--- src/rtl/vsp_pkg.sv ---
// video sync processor: register map, field positions, reset values, timing
// assumes a 50 MHz APB clock; all times are turned into cycles or ticks here
package vsp_pkg;
  // register indices; byte address is four times the index
  localparam logic [7:0] IDX_DIV_HIGH = 8'h01;
  localparam logic [7:0] IDX_DIV_LOW = 8'h02;
  localparam logic [7:0] IDX_VCO_RANGE = 8'h03;
  localparam logic [7:0] IDX_SRC_OVERRIDE = 8'h0e;
  localparam logic [7:0] IDX_COAST_CTRL = 8'h0f;
  localparam logic [7:0] IDX_DETECT_STATUS = 8'h14;
  localparam logic [7:0] IDX_SEP_LENGTH = 8'h18;
  localparam logic [7:0] IDX_PATH_CTRL = 8'h19;

  // reset values; divider 1693 = 12'h69d split as high byte and low nibble
  localparam logic [7:0] RST_DIV_HIGH = 8'h69;
  localparam logic [7:0] RST_DIV_LOW = 8'hd0;
  localparam logic [7:0] RST_VCO_RANGE = 8'h00;
  localparam logic [7:0] RST_SRC_OVERRIDE = 8'h00;
  localparam logic [7:0] RST_COAST_CTRL = 8'h00;
  localparam logic [7:0] RST_SEP_LENGTH = 8'h20;
  localparam logic [7:0] RST_PATH_CTRL = 8'h00;

  // field positions
  localparam int VCO_MSB_POS = 7;
  localparam int VCO_LSB_POS = 6;
  localparam int OVR_HREF_EN_POS = 4;
  localparam int OVR_HREF_VAL_POS = 3;
  localparam int OVR_VSRC_EN_POS = 1;
  localparam int OVR_VSRC_VAL_POS = 0;
  localparam int COAST_EXT_POS = 5;
  localparam int PATH_MUX_POS = 0;
  localparam int ST_HS_ACT_POS = 7;
  localparam int ST_HS_POL_POS = 5;
  localparam int ST_VS_ACT_POS = 4;
  localparam int ST_VOUT_POL_POS = 2;
  localparam int ST_GS_ACT_POS = 1;
  localparam int ST_COAST_POL_POS = 0;

  // divider limits
  localparam logic [12:0] DIV_RATIO_MIN = 13'h0011;

  // timebase: about 5 MHz derived from the 50 MHz bus clock
  localparam int CLK_MHZ = 50;
  localparam int TIMEBASE_MHZ = 5;
  localparam logic [3:0] TB_DIV_CYCLES = 4'(CLK_MHZ / TIMEBASE_MHZ);

  // activity window: no edge within this time means inactive
  localparam int ACT_WINDOW_US = 40000;
  localparam int ACT_WINDOW_TICKS = ACT_WINDOW_US * TIMEBASE_MHZ;
  localparam int IDLE_W = 18;
  localparam int DUTY_W = 20;
endpackage : vsp_pkg

--- src/rtl/vsp_sync_proc.sv ---
// video sync processor: activity and polarity detection, source selection,
// sync separator and pll divider/vco settings behind an apb slave
// assumes sync pins are asynchronous to pclk and pass a two-stage synchroniser
//
// Behaviour
// - slicer output keeps green sync polarity; normal video gives active-low pulses.
// - detect slicer output activity; report in status bit 1.
// - detect horizontal sync toggling; report in status bit 7.
// - pll reference: hsync default, slicer if only it active, else override bit 3.
// - horizontal sync mostly low is positive, mostly high negative; status bit 5.
// - selected horizontal sync is polarity corrected before the pll reference.
// - mux routes slicer or horizontal sync into the separator as composite sync.
// - separator length programmable 0 to 255 ticks, default 32.
// - separator rejects changes shorter than the length, passing vertical sync.
// - separator ticks come from a 5 MHz timebase, not the pixel clock.
// - vertical sync input or separator output can drive the coast control.
// - detect vertical sync input toggling; report in status bit 4.
// - vertical output polarity from duty cycle; status bit 2.
// - vertical source: input if active, separator if only slicer, else bit 0.
// - feedback divider is 12 bits, usable ratio 17 to 4096.
// - division ratio is programmed value plus one, pixels per line.
// - divider resets to 1693, ratio 1694.
// - top two bits of vco range register select the vco band.
// - pixel clock locks to the selected horizontal sync reference.
// - coast control bit 5 picks internal sync coast or external coast input.
// - coast polarity from duty cycle, mostly low positive; status bit 0.
//
// Chosen here: the APB interface to the registers.
`timescale 1ns/10ps

module vsp_sync_proc
  import vsp_pkg::*;
#(
  parameter logic [IDLE_W-1:0] ACT_WINDOW = IDLE_W'(ACT_WINDOW_TICKS)
) (
  input wire logic pclk,
  input wire logic presetn,
  input wire logic psel,
  input wire logic penable,
  input wire logic pwrite,
  input wire logic [31:0] paddr,
  input wire logic [31:0] pwdata,
  input wire logic [3:0] pstrb,
  output logic [31:0] prdata,
  output logic pready,
  output logic pslverr,
  input wire logic hsync_in,
  input wire logic vsync_in,
  input wire logic green_sync_slicer_out,
  input wire logic coast_in,
  output logic pll_reference,
  output logic pll_reference_select,
  output logic vertical_sync_output,
  output logic vertical_source_select,
  output logic pll_coast,
  output logic [12:0] pll_divide_ratio,
  output logic vco_range_msb,
  output logic vco_range_lsb
);

  // input slots: 0 hsync, 1 vsync, 2 green slicer, 3 coast
  typedef struct packed {
    logic [3:0] tb_cnt;
    logic tick;
    logic [1:0] warm;
    logic [3:0] sync1;
    logic [3:0] sync2;
    logic [3:0] prev;
    logic [2:0][IDLE_W-1:0] idle;
    logic [2:0] active;
    logic [2:0][DUTY_W-1:0] duty;
    logic sep_out;
    logic [7:0] sep_cnt;
    logic href;
    logic vout;
    logic coast;
    logic [7:0] div_high;
    logic [7:0] div_low;
    logic [7:0] vco;
    logic [7:0] ovr;
    logic [7:0] coast_ctrl;
    logic [7:0] sep_len;
    logic [7:0] path;
    logic [31:0] rdata;
  } vsp_state_t;

  vsp_state_t st_r;
  vsp_state_t st_nxt;

  logic [3:0] pins;
  logic [7:0] idx;
  logic mapped;
  logic wr_en;
  logic [7:0] status;
  logic [2:0] pol;
  logic href_sel;
  logic vsrc_sel;
  logic [2:0] duty_lvl;
  logic composite;
  logic [11:0] div_val;
  logic [12:0] ratio_raw;

  assign pins = {coast_in, green_sync_slicer_out, vsync_in, hsync_in};
  assign idx = paddr[9:2];
  assign mapped = (paddr[1:0] == 2'b00) && (paddr[31:10] == 22'h000000) &&
                  (idx == IDX_DIV_HIGH || idx == IDX_DIV_LOW || idx == IDX_VCO_RANGE ||
                   idx == IDX_SRC_OVERRIDE || idx == IDX_COAST_CTRL ||
                   idx == IDX_DETECT_STATUS || idx == IDX_SEP_LENGTH ||
                   idx == IDX_PATH_CTRL);
  assign wr_en = psel && penable && pwrite && mapped && pstrb[0];

  // duty counter below half scale means mostly low, reported positive
  assign pol[0] = ~st_r.duty[0][DUTY_W-1];
  assign pol[1] = ~st_r.duty[1][DUTY_W-1];
  assign pol[2] = ~st_r.duty[2][DUTY_W-1];

  always_comb begin
    status = 8'h00;
    status[ST_HS_ACT_POS] = st_r.active[0];
    status[ST_HS_POL_POS] = pol[0];
    status[ST_VS_ACT_POS] = st_r.active[1];
    status[ST_VOUT_POL_POS] = pol[1];
    status[ST_GS_ACT_POS] = st_r.active[2];
    status[ST_COAST_POL_POS] = pol[2];
  end

  always_comb begin
    if (st_r.ovr[OVR_HREF_EN_POS] || (st_r.active[0] && st_r.active[2])) begin
      href_sel = st_r.ovr[OVR_HREF_VAL_POS];
    end else begin
      href_sel = ~st_r.active[0] && st_r.active[2];
    end
    if (st_r.ovr[OVR_VSRC_EN_POS] || (!st_r.active[1] && !st_r.active[2])) begin
      vsrc_sel = st_r.ovr[OVR_VSRC_VAL_POS];
    end else begin
      vsrc_sel = ~st_r.active[1];
    end
  end

  // composite sync for the separator, slicer passed with its own polarity
  assign composite = st_r.path[PATH_MUX_POS] ? st_r.sync2[0] : st_r.sync2[2];
  assign duty_lvl = {st_r.coast, st_r.vout, st_r.sync2[0]};

  assign div_val = {st_r.div_high, st_r.div_low[7:4]};
  assign ratio_raw = {1'b0, div_val} + 13'h0001;
  assign pll_divide_ratio = (ratio_raw < DIV_RATIO_MIN) ? DIV_RATIO_MIN : ratio_raw;

  always_comb begin
    st_nxt = st_r;
    // timebase divider, one-cycle tick every ten clocks
    st_nxt.tick = 1'b0;
    if (st_r.tb_cnt == TB_DIV_CYCLES - 4'h1) begin
      st_nxt.tb_cnt = 4'h0;
      st_nxt.tick = 1'b1;
    end else begin
      st_nxt.tb_cnt = st_r.tb_cnt + 4'h1;
    end

    st_nxt.sync1 = pins;
    st_nxt.sync2 = st_r.sync1;
    st_nxt.prev = st_r.sync2;

    // reset leaves prev at zero, so edges count only once prev holds a real
    // pin sample; otherwise a pin idling high would read active after reset
    if (st_r.warm != 2'h3) begin
      st_nxt.warm = st_r.warm + 2'h1;
    end

    // activity: any edge restarts the idle window
    for (int i = 0; i < 3; i++) begin
      if (st_r.warm == 2'h3 && st_r.sync2[i] != st_r.prev[i]) begin
        st_nxt.idle[i] = '0;
        st_nxt.active[i] = 1'b1;
      end else if (st_r.tick) begin
        if (st_r.idle[i] >= ACT_WINDOW) begin
          st_nxt.active[i] = 1'b0;
        end else begin
          st_nxt.idle[i] = st_r.idle[i] + 1'b1;
        end
      end
    end

    // saturating up/down duty counters; wide so a short pulse barely moves them
    if (st_r.tick) begin
      for (int i = 0; i < 3; i++) begin
        if (duty_lvl[i] && st_r.duty[i] != '1) begin
          st_nxt.duty[i] = st_r.duty[i] + 1'b1;
        end else if (!duty_lvl[i] && st_r.duty[i] != '0) begin
          st_nxt.duty[i] = st_r.duty[i] - 1'b1;
        end
      end
    end

    // separator: a level change must persist sep_len plus one ticks to pass
    if (composite == st_r.sep_out) begin
      st_nxt.sep_cnt = 8'h00;
    end else if (st_r.tick) begin
      if (st_r.sep_cnt >= st_r.sep_len) begin
        st_nxt.sep_out = composite;
        st_nxt.sep_cnt = 8'h00;
      end else begin
        st_nxt.sep_cnt = st_r.sep_cnt + 8'h01;
      end
    end

    // reference is made active-high: slicer is active-low, hsync by its polarity
    if (href_sel) begin
      st_nxt.href = ~st_r.sync2[2];
    end else begin
      st_nxt.href = st_r.sync2[0] ^ ~pol[0];
    end
    st_nxt.vout = vsrc_sel ? st_r.sep_out : st_r.sync2[1];
    st_nxt.coast = st_r.coast_ctrl[COAST_EXT_POS] ? st_r.sync2[3] : st_r.vout;

    // apb: read data captured in the setup cycle, shown in the access cycle
    if (psel && !penable) begin
      case (idx)
        IDX_DIV_HIGH: st_nxt.rdata = {24'h000000, st_r.div_high};
        IDX_DIV_LOW: st_nxt.rdata = {24'h000000, st_r.div_low[7:4], 4'h0};
        IDX_VCO_RANGE: st_nxt.rdata = {24'h000000, st_r.vco};
        IDX_SRC_OVERRIDE: st_nxt.rdata = {24'h000000, st_r.ovr};
        IDX_COAST_CTRL: st_nxt.rdata = {24'h000000, st_r.coast_ctrl};
        IDX_DETECT_STATUS: st_nxt.rdata = {24'h000000, status};
        IDX_SEP_LENGTH: st_nxt.rdata = {24'h000000, st_r.sep_len};
        IDX_PATH_CTRL: st_nxt.rdata = {24'h000000, st_r.path};
        default: st_nxt.rdata = 32'h00000000;
      endcase
    end
    // status has no write path, writes to it are accepted and dropped
    if (wr_en) begin
      case (idx)
        IDX_DIV_HIGH: st_nxt.div_high = pwdata[7:0];
        IDX_DIV_LOW: st_nxt.div_low = {pwdata[7:4], 4'h0};
        IDX_VCO_RANGE: st_nxt.vco = pwdata[7:0];
        IDX_SRC_OVERRIDE: st_nxt.ovr = pwdata[7:0];
        IDX_COAST_CTRL: st_nxt.coast_ctrl = pwdata[7:0];
        IDX_SEP_LENGTH: st_nxt.sep_len = pwdata[7:0];
        IDX_PATH_CTRL: st_nxt.path = pwdata[7:0];
        default: st_nxt.rdata = st_nxt.rdata;
      endcase
    end
  end

  always_ff @(posedge pclk or negedge presetn) begin
    if (!presetn) begin
      st_r.tb_cnt <= 4'h0;
      st_r.tick <= 1'b0;
      st_r.warm <= 2'h0;
      st_r.sync1 <= 4'h0;
      st_r.sync2 <= 4'h0;
      st_r.prev <= 4'h0;
      st_r.idle <= '0;
      st_r.active <= 3'h0;
      st_r.duty <= '1;
      st_r.sep_out <= 1'b0;
      st_r.sep_cnt <= 8'h00;
      st_r.href <= 1'b0;
      st_r.vout <= 1'b0;
      st_r.coast <= 1'b0;
      st_r.div_high <= RST_DIV_HIGH;
      st_r.div_low <= RST_DIV_LOW;
      st_r.vco <= RST_VCO_RANGE;
      st_r.ovr <= RST_SRC_OVERRIDE;
      st_r.coast_ctrl <= RST_COAST_CTRL;
      st_r.sep_len <= RST_SEP_LENGTH;
      st_r.path <= RST_PATH_CTRL;
      st_r.rdata <= 32'h00000000;
    end else begin
      st_r <= st_nxt;
    end
  end

  assign prdata = st_r.rdata;
  assign pready = 1'b1;
  assign pslverr = psel && penable && !mapped;
  assign pll_reference = st_r.href;
  assign pll_reference_select = href_sel;
  assign vertical_sync_output = st_r.vout;
  assign vertical_source_select = vsrc_sel;
  assign pll_coast = st_r.coast;
  assign vco_range_msb = st_r.vco[VCO_MSB_POS];
  assign vco_range_lsb = st_r.vco[VCO_LSB_POS];
endmodule // vsp_sync_proc

--- config.mk ---
export PLATFORM = sky130hd
export DESIGN_NAME = vsp_sync_proc
export DESIGN_NICKNAME = d
export VERILOG_FILES = /design/src/rtl/vsp_pkg.sv /design/src/rtl/vsp_sync_proc.sv
export SDC_FILE = /design/constraint.sdc
export NUM_CORES = 1
export LEC_CHECK = 0
export ABC_AREA = 1
export BUFFER_PORTS_ARGS = -buffer_cell sky130_fd_sc_hd__buf_2
export CAP_MARGIN = 20
export CORE_ASPECT_RATIO = 1.75
export CORE_UTILIZATION = 65
export CTS_CLUSTER_SIZE = 10
export DETAILED_ROUTE_END_ITERATION = 10
export PLACE_DENSITY = 0.93
export SLEW_MARGIN = 20
export SYNTH_ARGS = -nofsm -noshare
export SYNTH_HDL_FRONTEND = slang
export SYNTH_SLANG_ARGS = --single-unit
--- constraint.sdc ---
create_clock -name pclk -period 8.3 [get_ports pclk]
set_input_delay 0.415 -clock pclk [delete_from_list [all_inputs] [get_ports pclk]]
set_output_delay 0.415 -clock pclk [all_outputs]
set_load 0.1 [all_outputs]
==> results by group <==
Status
  – Outcome: complete, no violations

Critical path
  – Arr. time, crit path: 4.62 ns
  – Worst Reg-to-Reg Cells: 13
  – Critical path startpoint category: register
  – R2r startpoint: st_r[154]
  – R2r endpoint: st_r[158]
  – Worst Path Class, Setup: reg -> reg
  – Reg2Reg Setup Slack: 4.14 ns
  – CP endpoint kind: register
  – Required time of the worst setup path: 8.76 ns
  – Worst-path fanout max: 7

Pwr
  – Pwr dens: 262 nW/um^2
  – Leak pwr: 8.02 nW
  – VDD IR max: 0.000212 V

Clock tree
  – Post-cts gate resize count: 0
  – Worst skew pair latency: 0.52 ns
  – Clock transition at path regs: 0.06 ns
  – Max H-tree Level: 1
  – Post CTS Setup Buffer Count: 0
  – Clock Sinks: 207
  – TritonCTS clock tree: yes
  – Max clock buf depth: 3
  – Clock root buffer master: clkbuf_16
  – CTS buffer count: 24

Timing
  – Fin crit share: 0.502
  – Fin. Hold Viols: 0
  – Slew Limit Fails: 0
  – Fin Clk Skew: 0.0149 ns
  – F_max: 0.240 GHz
  – Max transition margin: 0.261
  – Post-route minimum period: 4.16 ns
  – Final Setup Violations: 0
  – Final setup margin: 4.14 ns
  – Fin Setup TNS: 0 ns
  – Worst-Margin Slew: 1.10 ns
  – RSZ-0062 raised after global routing: false

Floorplan
  – Die width: 116 um
  – # rows: 72
  – Initial cell density of the core: 0.664
  – Die height: 201 um
  – IO Pins: 131
  – Core ar.: 22,200 sq um
  – Die area: 23,300 sq um

Drt
  – Post-DRT Antenna Nets: 0
  – DRC Markers: 0
  – DR vias: 14,700
  – WL per Instance: 16.6 um
  – Initial DRC count: 1,087
  – Vias per inst: 5.89
  – Drt total wl: 41,500 um
  – Pre-antenna DRT Iters: 8

Synthesis
  – Synthesized flop and latch total: 207
  – Synth warnings: 0
  – EDFF count, synth: 0
  – Cell variety after synth: 48
  – Mapped Area: 14,700 sq um
  – Avg Inst Size Synth: 6.98 sq um
  – Most used DFF post-synth: dfrtp_1
  – Seq/Total Area, Yosys: 0.358
  – Cells after Synth: 2,109
  – Fraction of registers with async set/reset: 1.00

Finish
  – Area Overhead vs Synth: 8.33%
  – # diodes: 0
  – Fin nets: 2,333
  – Fin area: 15,900 sq um
  – Most common library cell in the layout ignoring fill and taps: nand2_1
  – Share of post-route cells with drive strength above 1: 0.0986
  – Most frequent cells in the layout: nand2_1, inv_1, nor2_1, nand3_1, dfrtp_1

Placement
  – Placed Instance Area: 15,200 sq um
  – DP Worst Slack: 4.63 ns
  – DP HPWL: 29,400 um
  – Placer Congestion: 1.02
  – Count of input and output buffers: 78

Global routing
  – GRT overflow: 0
  – Initial antenna violation count: 0
  – GRT Total Usage: 0.369
  – Largest net degree at the start of global routing: 83
  – Vias in the first global route: 14,900
  – Global-route wire length before repair: 68,100 um

Hold path
  – Worst hold path cell count: 3
  – Hold Crit Start: pwdata[7]
  – Hold Path End: div_val[3]
  – Tightest Hold Check Type: in -> reg

Job
  – Max cap viols: 0
==> logic make-up after synthesis <==
| logic type | count (synthesis) | share of synthesized area |
|---|---|---|
| AOI/OAI and AO/OA | 218 | 0.0832 |
| xor gates and xnor gates | 62 | 0.0369 |
| adders and majority gates | 74 | 0.0645 |
| buffers and inverters | 282 | 0.0865 |
| DFF | 207 | 0.358 |
| muxes | 1 | 0.000765 |
| other | 2 | 0.000511 |
| and+or+nand+nor | 1263 | 0.370 |
==> stage by stage <==
| stage | hold WS [ns] | utilization | total power, W | instances |
|---|---|---|---|---|
| 6_report | 0.247 | 0.719 | 0.00418 | 2496 |
| 5_1_grt | 0.234 | 0.719 | 0.00448 | 2496 |
| 4_1_cts | 0.00409 | 0.718 | 0.00414 | 2494 |
| 3_5_place_dp | 0.338 | 0.684 | 0.00315 | 2447 |
| 3_3_place_gp | 0.336 | 0.684 | 0.00308 | 2447 |
| 2_1_floorplan | 0.119 | - | 0.00275 | 2132 |
==> power breakdown <==
part,switching [W],internal [W]
Sequential,0.000182,0.00126
Clock,0.000410,0.000568
Combinational,0.00114,0.000617
==> critical path: stages (launching register included) <==
cell and delay (ns):
dfstp_2 0.57, nand2_1 0.07, nor2_1 0.26, nand3_1 0.12, o21bai_1 0.50, ha_1 0.41, a21oi_1 0.46, a21boi_0 0.93
nand3_1 0.35, nand2_1 0.17, nand2_1 0.06, nand2_1 0.05, nand3_1 0.06, nand2_1 0.08
==> sequential cells by signal, indices dropped and copies added, names as in the netlist <==
signal / count
st_r: 174
div_val: 12
prdata: 8
st_nxt: 7
duty_lvl: 1
pll_coast: 1
pll_reference: 1
vco_range_lsb: 1
vco_range_msb: 1
vertical_sync_output: 1
==> synth_stat cells, types with 8 or more instances <==
cell      number  share of area
ha_1          71          0.060
buf_4         41          0.021
dfstp_2       68           0.12
nand3_1      153          0.052
nor3_1        38          0.013
clkbuf_1       8         0.0020
o21bai_1      20          0.010
o21ai_0       92          0.031
dfrtp_1      139           0.24
nand4_1       95          0.040
o31ai_1       19         0.0097
xnor2_1       33          0.020
a21oi_1       74          0.025
buf_2          9         0.0031
xor2_1        29          0.017
nand2_1      724           0.18
inv_1        207          0.053
nand3b_1      14         0.0071
nor2_1       204          0.052
==> repair_timing <==
action                     4_1_cts  5_1_grt
hold buffers                     3        2
setup endpoints to repair        0        0
hold endpoints to repair        18        2
==> cell type report <==
class | count | area (sq um)
timing repair buffer | 91 | 517
sequential | 207 | 5270
inverter | 215 | 807
multi-input combinational | 1643 | 8270
clock buffer | 44 | 707
fill | 1756 | 6230
tap | 296 | 370
==> routing by layer <==
metal	GRT usage	wire length, um	vias up	part of all wire
met5	0	0	-	0
met4	0.296	3580	0	0.086
met3	0.0999	3100	276	0.075
met2	0.643	21000	672	0.51
met1	0.355	13800	6782	0.33
li1	-	-	6973	-
==> how the worst max path moves through the flow <==
stage	depth (start not counted)	from	to
after floorplan	8	div_val[9]	pll_divide_ratio[0]
after global placement	15	st_r[115]	st_r[118]
after detailed placement	14	st_r[114]	st_r[118]
after CTS	15	st_r[114]	st_r[118]
after global routing	13	st_r[155]	st_r[158]
final	13	st_r[154]	st_r[158]
Power figures use the tool's default switching activity.
